[src/include/tws_pkg.sv]
// Shared constants and types of the two-wire serial memory target
package tws_pkg;

   // ------------------------------------------------------------
   // Array geometry and addressing
   // ------------------------------------------------------------
   localparam int         ADDR_W           = 9;
   localparam int         DATA_W           = 8;
   localparam logic [3:0] TYPE_PREFIX      = 4'ha;
   localparam logic [8:0] PAGE_MASK_SMALL  = 9'h007;
   localparam logic [8:0] PAGE_MASK_LARGE  = 9'h00f;
   localparam logic [8:0] ARRAY_MASK_SMALL = 9'h0ff;
   localparam logic [8:0] ARRAY_MASK_LARGE = 9'h1ff;
   localparam logic [8:0] HALF_SMALL       = 9'h080;
   localparam logic [8:0] HALF_LARGE       = 9'h100;
   localparam logic [3:0] BITS_PER_WORD    = 4'h8;
   localparam logic [3:0] ACK_SLOT         = 4'h9;

   // ------------------------------------------------------------
   // Timing
   // ------------------------------------------------------------
   localparam int         CLK_PERIOD_NS = 10;
   localparam int         GLITCH_NS     = 50;
   localparam int         GLITCH_CYC    = (GLITCH_NS + CLK_PERIOD_NS - 1) / CLK_PERIOD_NS;
   localparam logic [2:0] GLITCH_CNT    = 3'(GLITCH_CYC);
   localparam int         PROG_TIME_NS  = 5_000_000;
   localparam int         PROG_CYC      = PROG_TIME_NS / CLK_PERIOD_NS;
   localparam int         PROG_CNT_W    = 19;

   // ------------------------------------------------------------
   // Buffering and reset values
   // ------------------------------------------------------------
   localparam int         FIFO_DEPTH = 32;
   localparam logic [1:0] LINES_IDLE = 2'h3;
   localparam logic [2:0] STRAPS_RST = 3'h0;

   // ------------------------------------------------------------
   // Types
   // ------------------------------------------------------------
   typedef logic [ADDR_W-1:0] tws_addr_t;

   typedef enum logic [2:0] {
      ST_IDLE, ST_DEVADR, ST_WORDADR, ST_WDATA, ST_RDATA, ST_SKIP, ST_PROG
   } tws_state_e;

   typedef struct packed {
      tws_addr_t         addr;
      logic [DATA_W-1:0] data;
   } tws_wentry_s;

   typedef struct packed {
      logic              we;
      tws_addr_t         addr;
      logic [DATA_W-1:0] data;
   } tws_mem_wr_s;

endpackage
[src/design/tws_eeprom_slave.sv]
// Two-wire serial memory target: bus decode, paging, protection, write cycle
`timescale 1ns/100ps

// Overview of operation
// - Sample on clock rise, drive after fall
// - Data line only pulled low or released
// - Small part: three strap bits select device
// - Large part: two upper straps, lowest ignored
// - Protect low: whole array writable
// - Protect high: upper half not written
// - Small part: 8-byte pages, 8-bit address
// - Large part: 16-byte pages, 9-bit address
// - Data fall with clock high is start
// - Data rise with clock high is stop
// - Stop after read enters standby
// - Acknowledge each received word on ninth clock
// - Standby at reset and after finished stop
// - Start, nine clocks, start, stop recovers
// - Self-timed write cycle at most 5 ms
// - Full or partial page writes accepted
// - Glitches up to 50 ns filtered out
// - Works with clock up to 400 kHz
// - Device byte: prefix, selects, direction bit
// - Page write wraps inside the page
// - Busy programming: inputs ignored, no acknowledge
// - Sequential read increments, wraps, ends on nack
module tws_eeprom_slave
   import tws_pkg::*;
#(
   parameter bit LARGE       = 1'h0,
   parameter int PROG_CYCLES = tws_pkg::PROG_CYC
) (
   input  logic                   SYS_CLK,
   input  logic                   RESET,
   input  logic                   SCL,
   input  logic                   SDA_I,
   output logic                   SDA_O,
   output logic                   SDA_OE,
   input  logic                   CHIP_SELECT_BIT0,
   input  logic                   CHIP_SELECT_BIT1,
   input  logic                   CHIP_SELECT_BIT2,
   input  logic                   WRITE_PROTECT,
   output tws_pkg::tws_addr_t     MEM_RADDR,
   input  logic [7:0]             MEM_RDATA,
   output tws_pkg::tws_mem_wr_s   MEM_WR,
   output logic                   STANDBY,
   output logic                   BUSY
);
   import tws_pkg::*;

   // ------------------------------------------------------------
   // State
   // ------------------------------------------------------------
   typedef struct packed {
      logic [1:0]            m1;       // {data, clock} first sync stage
      logic [1:0]            m2;
      logic [1:0]            flt;      // filtered levels
      logic [1:0]            prev;     // filtered levels one cycle ago
      logic [1:0][2:0]       cnt;      // glitch counters
      logic [2:0]            cs_m1;
      logic [2:0]            cs_m2;
      logic                  wp_m1;
      logic                  wp_m2;
      tws_state_e            st;
      logic [3:0]            bitcnt;
      logic [7:0]            shreg;
      tws_addr_t             addr;
      logic                  a8;
      logic                  sda_oe;
      logic                  ack_ok;
      logic [PROG_CNT_W-1:0] prog_cnt;
      tws_mem_wr_s           mwr;
   } tws_top_s;

   tws_top_s    q;
   tws_top_s    d;
   logic        scl_rise;
   logic        scl_fall;
   logic        start_c;
   logic        stop_c;
   logic        dev_match;
   logic        wr_protected;
   tws_addr_t   page_mask;
   tws_addr_t   array_mask;
   tws_addr_t   half_mask;
   logic        fifo_in_valid;
   logic        fifo_in_ready;
   tws_wentry_s fifo_in;
   logic        fifo_out_valid;
   logic        fifo_out_ready;
   tws_wentry_s fifo_out;

   localparam logic [PROG_CNT_W-1:0] PROG_LAST = PROG_CNT_W'(PROG_CYCLES - 1);

   // ------------------------------------------------------------
   // Bus events and decode
   // ------------------------------------------------------------
   // Events come from filtered levels, so a spike never looks like an edge
   assign scl_rise = q.flt[0] & ~q.prev[0];
   assign scl_fall = ~q.flt[0] & q.prev[0];
   assign start_c  = q.flt[0] & q.prev[0] & q.prev[1] & ~q.flt[1];
   assign stop_c   = q.flt[0] & q.prev[0] & ~q.prev[1] & q.flt[1];

   // Geometry per variant
   assign page_mask  = LARGE ? PAGE_MASK_LARGE : PAGE_MASK_SMALL;
   assign array_mask = LARGE ? ARRAY_MASK_LARGE : ARRAY_MASK_SMALL;
   assign half_mask  = LARGE ? HALF_LARGE : HALF_SMALL;

   // device byte compare; large part skips the lowest strap
   assign dev_match = (q.shreg[7:4] == TYPE_PREFIX) &&
                      (LARGE ? (q.shreg[3:2] == q.cs_m2[2:1])
                             : (q.shreg[3:1] == q.cs_m2));
   // upper half locked while protect is high
   assign wr_protected = q.wp_m2 && ((q.addr & half_mask) != '0);

   // outputs; pin only ever pulled low
   assign SDA_O     = 1'h0;
   assign SDA_OE    = q.sda_oe;
   assign MEM_RADDR = q.addr;
   assign MEM_WR    = q.mwr;
   assign STANDBY   = (q.st == ST_IDLE);
   assign BUSY      = (q.st == ST_PROG);

   // ------------------------------------------------------------
   // Next state
   // ------------------------------------------------------------
   always_comb begin
      d              = q;
      d.mwr.we       = 1'h0;
      fifo_in_valid  = 1'h0;
      fifo_in        = '{addr: q.addr, data: q.shreg};
      fifo_out_ready = 1'h0;

      // two-stage sync of pins before any logic looks at them
      d.m1    = {SDA_I, SCL};
      d.m2    = q.m1;
      d.cs_m1 = {CHIP_SELECT_BIT2, CHIP_SELECT_BIT1, CHIP_SELECT_BIT0};
      d.cs_m2 = q.cs_m1;
      d.wp_m1 = WRITE_PROTECT;
      d.wp_m2 = q.wp_m1;
      d.prev  = q.flt;

      // level must differ for more than 50 ns before it counts
      for (int i = 0; i < 2; i++) begin
         if (q.m2[i] == q.flt[i]) begin
            d.cnt[i] = '0;
         end else if (q.cnt[i] == GLITCH_CNT) begin
            d.flt[i] = q.m2[i];
            d.cnt[i] = '0;
         end else begin
            d.cnt[i] = q.cnt[i] + 3'h1;
         end
      end

      if (q.st == ST_PROG) begin
         // self-timed cycle; bus ignored until it ends
         fifo_out_ready = 1'h1;
         if (fifo_out_valid) begin
            d.mwr = '{we: 1'h1, addr: fifo_out.addr, data: fifo_out.data};
         end
         d.sda_oe = 1'h0;
         if (q.prog_cnt == PROG_LAST) begin
            d.prog_cnt = '0;
            d.st       = ST_IDLE;
         end else begin
            d.prog_cnt = q.prog_cnt + 1'h1;
         end
      end else if (start_c) begin
         // any start restarts the decoder from scratch
         d.st     = ST_DEVADR;
         d.bitcnt = '0;
         d.sda_oe = 1'h0;
      end else if (stop_c) begin
         // stop ends the transfer; buffered data starts a write cycle
         d.bitcnt = '0;
         d.sda_oe = 1'h0;
         d.st     = (q.st == ST_WDATA && fifo_out_valid) ? ST_PROG : ST_IDLE;
      end else begin
         unique case (q.st)
            ST_IDLE, ST_SKIP: begin
               d.sda_oe = 1'h0;
            end
            ST_DEVADR, ST_WORDADR, ST_WDATA: begin
               if (scl_rise && q.bitcnt < BITS_PER_WORD) begin
                  d.shreg  = {q.shreg[6:0], q.flt[1]};
                  d.bitcnt = q.bitcnt + 4'h1;
               end else if (scl_fall && q.bitcnt == BITS_PER_WORD) begin
                  d.bitcnt = ACK_SLOT;
                  unique case (q.st)
                     ST_DEVADR: begin
                        if (dev_match) begin
                           d.sda_oe = 1'h1;
                           d.ack_ok = 1'h1;
                           d.a8     = LARGE & q.shreg[1];
                           d.st     = q.shreg[0] ? ST_RDATA : ST_WORDADR;
                        end else begin
                           d.st = ST_SKIP;
                        end
                     end
                     ST_WORDADR: begin
                        // 8-bit address; large part takes ninth bit from device byte, small part sets it to 0
                        d.sda_oe = 1'h1;
                        d.addr   = LARGE ? {q.a8, q.shreg} : {1'h0, q.shreg};
                        d.st     = ST_WDATA;
                     end
                     default: begin
                        // each unprotected byte of a full or partial page is buffered
                        if (fifo_in_ready) begin
                           d.sda_oe      = 1'h1;
                           fifo_in_valid = !wr_protected;
                           d.addr = (q.addr & ~page_mask) |
                                    ((q.addr + 9'h001) & page_mask);
                        end
                     end
                  endcase
               end else if (scl_fall && q.bitcnt == ACK_SLOT) begin
                  // Ack slot ends on the ninth fall
                  d.sda_oe = 1'h0;
                  d.bitcnt = '0;
               end
            end
            ST_RDATA: begin
               if (scl_fall && q.bitcnt == ACK_SLOT) begin
                  if (q.ack_ok) begin
                     // next byte; address wraps at the array end
                     d.shreg  = MEM_RDATA;
                     d.sda_oe = ~MEM_RDATA[7];
                     d.addr   = (q.addr + 9'h001) & array_mask;
                     d.bitcnt = '0;
                  end else begin
                     d.sda_oe = 1'h0;
                     d.st     = ST_SKIP;
                  end
               end else if (scl_rise && q.bitcnt == BITS_PER_WORD) begin
                  // Controller ack sampled on the ninth rise
                  d.ack_ok = ~q.flt[1];
                  d.bitcnt = ACK_SLOT;
               end else if (scl_rise && q.bitcnt < BITS_PER_WORD) begin
                  d.bitcnt = q.bitcnt + 4'h1;
               end else if (scl_fall && q.bitcnt == BITS_PER_WORD) begin
                  d.sda_oe = 1'h0;
               end else if (scl_fall && q.bitcnt != '0) begin
                  // next bit shifted out after the fall
                  d.shreg  = {q.shreg[6:0], 1'h0};
                  d.sda_oe = ~q.shreg[6];
               end
            end
            default: begin
               d.st = ST_IDLE;
            end
         endcase
      end
   end

   // ------------------------------------------------------------
   // Registers
   // ------------------------------------------------------------
   // reset lands in standby with both lines seen idle high
   always_ff @(posedge SYS_CLK) begin
      if (RESET) begin
         q       <= '0;
         q.m1    <= LINES_IDLE;
         q.m2    <= LINES_IDLE;
         q.flt   <= LINES_IDLE;
         q.prev  <= LINES_IDLE;
         q.cs_m1 <= STRAPS_RST;
         q.cs_m2 <= STRAPS_RST;
         q.st    <= ST_IDLE;
      end else begin
         q <= d;
      end
   end

   // Page buffer; the write cycle drains it into the array
   tws_fifo #(
      .WIDTH ($bits(tws_wentry_s)),
      .DEPTH (FIFO_DEPTH)
   ) u_wbuf (
      .clk       (SYS_CLK),
      .rst       (RESET),
      .in_valid  (fifo_in_valid),
      .in_ready  (fifo_in_ready),
      .in_data   (fifo_in),
      .out_valid (fifo_out_valid),
      .out_ready (fifo_out_ready),
      .out_data  (fifo_out)
   );
endmodule

[src/design/tws_fifo.sv]
// Write buffer FIFO with registered head word
`timescale 1ns/100ps
module tws_fifo #(
   parameter int WIDTH = 17,
   parameter int DEPTH = tws_pkg::FIFO_DEPTH
) (
   input  logic             clk,
   input  logic             rst,
   input  logic             in_valid,
   output logic             in_ready,
   input  logic [WIDTH-1:0] in_data,
   output logic             out_valid,
   input  logic             out_ready,
   output logic [WIDTH-1:0] out_data
);
   import tws_pkg::*;

   // DEPTH must be a power of two so the pointers wrap on their own
   localparam int PW = $clog2(DEPTH);

   typedef struct packed {
      logic [DEPTH-1:0][WIDTH-1:0] mem;
      logic [PW-1:0]               wptr;
      logic [PW-1:0]               rptr;
      logic [PW:0]                 count;
      logic [WIDTH-1:0]            head;
   } tws_fifo_s;

   tws_fifo_s     q;
   tws_fifo_s     d;
   logic          push;
   logic          pop;
   logic [PW-1:0] rptr_n;

   // Honest flags straight from the count
   assign in_ready  = (q.count != (PW + 1)'(DEPTH));
   assign out_valid = (q.count != '0);
   assign out_data  = q.head;
   assign push      = in_valid & in_ready;
   assign pop       = out_valid & out_ready;

   // Next state; head bypasses the array when the new word is next out
   always_comb begin
      d      = q;
      rptr_n = pop ? q.rptr + 1'h1 : q.rptr;
      if (push) begin
         d.mem[q.wptr] = in_data;
         d.wptr        = q.wptr + 1'h1;
      end
      d.rptr = rptr_n;
      d.head = (push && q.wptr == rptr_n) ? in_data : q.mem[rptr_n];
      if (push && !pop) begin
         d.count = q.count + 1'h1;
      end else if (pop && !push) begin
         d.count = q.count - 1'h1;
      end
   end

   // State register
   always_ff @(posedge clk) begin
      if (rst) begin
         q <= '0;
      end else begin
         q <= d;
      end
   end
endmodule

[config.mk]
export PLATFORM = sky130hd
export DESIGN_NAME = tws_eeprom_slave
export DESIGN_NICKNAME = d
export VERILOG_FILES = /design/src/include/tws_pkg.sv /design/src/design/tws_eeprom_slave.sv /design/src/design/tws_fifo.sv
export SDC_FILE = /design/constraint.sdc
export NUM_CORES = 2
export LEC_CHECK = 0
export BUFFER_PORTS_ARGS = -buffer_cell sky130_fd_sc_hd__buf_2
export CORE_MARGIN = 2
export CORE_UTILIZATION = 55
export CTS_CLUSTER_DIAMETER = 40
export DETAILED_ROUTE_END_ITERATION = 16
export PLACE_DENSITY = 0.71
export SKIP_CTS_REPAIR_TIMING = 1
export SLEW_MARGIN = 20
export SYNTH_ARGS = -nofsm -noshare
export SYNTH_HDL_FRONTEND = slang
export SYNTH_SLANG_ARGS = --single-unit
[constraint.sdc]
create_clock -name SYS_CLK -period 6.4 [get_ports SYS_CLK]
set_clock_uncertainty 0.1 [all_clocks]
set_input_delay 0.96 -clock SYS_CLK [delete_from_list [all_inputs] [get_ports SYS_CLK]]
set_output_delay 0.96 -clock SYS_CLK [all_outputs]
set_load 0.005 [all_outputs]
==> flow_summary_export.csv <==
group,metric,value,unit
sta,min_period,4610,ps
sta,setup_violations,0,
floorplanning,initial_utilization,0.559,
global_route,grt_pass1_wl,135,mm
global_route,grt_pass1_vias,23400,
global_route,overflow,0,
clock_tree,cts_root_buffer,"clkbuf_16",
synthesis,synth_edf_count,0,
sta,finalCritPeriodShare,0.721,
clock_tree,cts_buffers,90,
synthesis,netlist_area,28200,um2
sta,worst_pin_slew,1140,ps
min_path,hold_path.class,"reg -> reg",
sta,rsz0062_at_grt,"false",
final_layout,stdcell_area,31700,um2
detailed_routing,drc,0,
synthesis,ys_warn_count,0,
power,total_power,9.39,mW
critical_path,critPathLaunch,"q[62]$_SDFFE_PP0P_",
power,p_leak,13.3,nW
critical_path,rrSetupSlack,1790,ps
synthesis,yosys.area_share.simple,0.231,
floorplanning,die_area,53000,um2
critical_path,rr_startpoint,"q[62]$_SDFFE_PP0P_",
detailed_routing,wl_met3,8.81,mm
critical_path,r2r_end,"u_wbuf.out_data[1]$_SDFF_PP0_",
detailed_routing,met2WireLength,38.5,mm
synthesis,synth_top_family_by_area,"simple AND/OR/NAND/NOR gates",
clock_tree,clock-sinks,627,
placed_design,gp_congestion,0.969,
clock_tree,htreeDepth,3,
synthesis,ys_async_sr_fraction,0,
synthesis,synth.avg_cell_area,8.29,um2
synthesis,synth_top_area_frac,0.446,
critical_path,cp-start-kind,"register",
sta,max_slew_margin,0.242,
synthesis,synthAdderAreaFrac,0.00959,
critical_path,crit_type,"reg -> reg",
synthesis,synth_seq_cells,627,
final_layout,seqCellArea,12600,um2
sta,slew_violations,0,
critical_path,reg2regPathDepth,10,
synthesis,synthFlopType,"dfxtp_1",
global_route,grt_max_degree,251,
synthesis,muxShareOfSynthArea,0.146,
final_layout,nets,3293,
global_route,antenna_found_initial,4,
critical_path,cp-end-kind,"register",
detailed_routing,vias,24700,
detailed_routing,maxUsedRoutingLayer,"met5",
clock_tree,cts_tree,"done",
detailed_routing,viasPerCell,6.17,
clock_tree,clk_pin_slew,60,ps
synthesis,ys_types,74,
synthesis,synth_area_leaders,"dfxtp_1 (45%), mux2i_1 (13%), nor2_1 (7.2%)",
detailed_routing,first_pass_iters,6,
critical_path,worstPathRequired,6840,ps
critical_path,crit_fanout,25,
placed_design,placed_area,28400,um2
clock_tree,clk_latency,640,ps
synthesis,ys_seq_area_frac,0.446,
critical_path,crit_path_end,"u_wbuf.out_data[1]$_SDFF_PP0_",
detailed_routing,wl,87.3,mm
detailed_routing,ant_nets,0,
synthesis,synth_compound_area_frac,0.0979,
final_layout,nFillCells,4228,
final_layout,areaGrowthSynthToFinish,12.4,%
status,outcome,"finished clean",
job,maxCapViolCount,0,
synthesis,synth_top_area_cell,"dfxtp_1",
sta,hold_violations,0,
synthesis,synth_xor_area_frac,0.0107,
sta,fmax,217,MHz
floorplanning,die_y,230,um
floorplanning,ios,47,
placed_design,numPortBuffers,43,
sta,finalSetupTns,0,ps
floorplanning,core,50400,um2
detailed_routing,routedLengthMet1,35.5,mm
final_layout,multi_input_area,14200,um2
detailed_routing,wire_per_inst,21.8,um
synthesis,synth_cells,3400,
power,p_per_area,297,nW/um2
floorplanning,rows,82,
global_route,grt_use_total,0.323,
detailed_routing,drtIter0Drc,2744,
clock_tree,clk_path_buf_depth,3,
power,peakVddDrop,0.000248,V
placed_design,dp_hpwl,52.4,mm
final_layout,drive_gt1_frac,0.102,
floorplanning,die_w,230,um
critical_path,crit_arrival,5050,ps
-- synthesized netlist by cell type (4+ instances only) --
cell type	number
o2111ai_1	17
nor3b_1	6
buf_4	31
nor2b_1	11
xnor2_1	16
ha_1	20
a31oi_1	23
o211ai_1	4
a21oi_1	236
a211o_1	5
nand2b_1	11
xor2_1	16
a222oi_1	4
o22ai_1	69
buf_2	85
nor4bb_1	4
nor2_1	540
o21ai_0	22
dfxtp_1	627
or2_2	9
a211oi_1	4
nor4_1	6
nor3_1	76
nand2_1	480
and3_1	14
buf_1	16
mux2i_1	377
clkbuf_1	215
nand3_1	277
a22oi_1	8
mux4_2	12
nand4_1	27
buf_6	4
inv_1	16
a32oi_1	35
and4_1	18
-- logic make-up after synthesis --
logic type / count (synthesis)
buffers and inverters: 371
adder cells (fa/ha/maj): 21
other: 1
multiplexers: 392
flip-flops: 627
AND/OR/NAND/NOR: 1500
XOR/XNOR: 33
AO/OA/AOI/OAI: 455
-- per-stage QoR --
stage | instances | setup WS, ps | utilization | hold slack (ps)
after global routing | 4005 | 1400 | 0.629 | 340
after floorplan | 3402 | 2820 | - | 289
final | 4007 | 1790 | 0.629 | 332
after detailed placement | 3834 | 1790 | 0.564 | 301
after CTS | 4003 | 1740 | 0.628 | 331
after global placement | 3834 | 1970 | 0.563 | 303
-- area by class of cell --
| cell class | instances | share of cell area |
|---|---|---|
| clock inverters | 64 | 0.0250 |
| flip-flops and latches | 627 | 0.396 |
| repair buffers | 114 | 0.0258 |
| inverters | 19 | 0.00225 |
| well taps | 672 | 0.0266 |
| clock buffers | 105 | 0.0767 |
| multi-input cells | 2404 | 0.447 |
| diodes | 2 | 0.000158 |
-- layout by cell type (no fill, tap or decap), drive strengths merged, types with 10 or more instances in the layout --
cell	synthesis	layout
dfxtp	627	627
nor2	540	540
nand2	480	480
mux2i	377	377
nand3	277	277
a21oi	237	237
buf	136	114
clkbuf	216	105
nor3	76	76
o22ai	69	69
inv	17	40
a32oi	35	35
nand4	27	27
o21ai	25	25
a31oi	23	23
ha	20	20
and4	18	18
o2111ai	17	17
clkinvlp	0	17
xor2	16	16
xnor2	16	16
clkinv	2	16
mux4	15	15
and3	14	14
nand2b	11	11
nor2b	11	11
bufinv	0	10
or2	10	10
-- state kept, by name, summed over array words and instances, names as in the netlist --
register / flops
MEM_RADDR: 8
MEM_WR: 17
SDA_OE: 1
d: 8
fifo_in: 8
q: 41
u_wbuf.out_data: 16
u_wbuf.q: 528
-- worst min path at each step --
| stage | startpoint | end | slack [ps] | cells past startpoint |
|---|---|---|---|---|
| floorplan | d[82]$_SDFF_PP1_ | q[82]$_SDFF_PP1_ | 290 | 1 |
| global placement | d[83]$_SDFF_PP1_ | q[83]$_SDFF_PP1_ | 300 | 1 |
| detailed placement | d[83]$_SDFF_PP1_ | q[83]$_SDFF_PP1_ | 300 | 1 |
| CTS | d[83]$_SDFF_PP1_ | q[83]$_SDFF_PP1_ | 330 | 1 |
| global route | d[83]$_SDFF_PP1_ | q[83]$_SDFF_PP1_ | 340 | 1 |
| finish | d[83]$_SDFF_PP1_ | q[83]$_SDFF_PP1_ | 330 | 1 |
-- routing by layer --
metal  up-vias  GRT usage
li1      11400          -
met1     11800      0.423
met2      1238      0.497
met3       271     0.0779
met4         2      0.161
met5         -          0
-- critical path, cell delays in order (launching register included) --
cell,delay (ps)
dfxtp_1,670
nand3b_2,470
a21oi_2,770
inv_2,420
a32oi_2,800
buf_4,380
o22ai_1,130
nor3_1,230
nor3_1,100
and4_1,260
nor3_1,170
-- where the power goes --
part           switching [mW]  internal, mW  total, mW
clock                    2.01          3.20       5.21
sequential            0.00303          3.91       3.91
combinational           0.211        0.0619      0.272
total                    2.22          7.17       9.39
(Power assumes the default switching activity.)
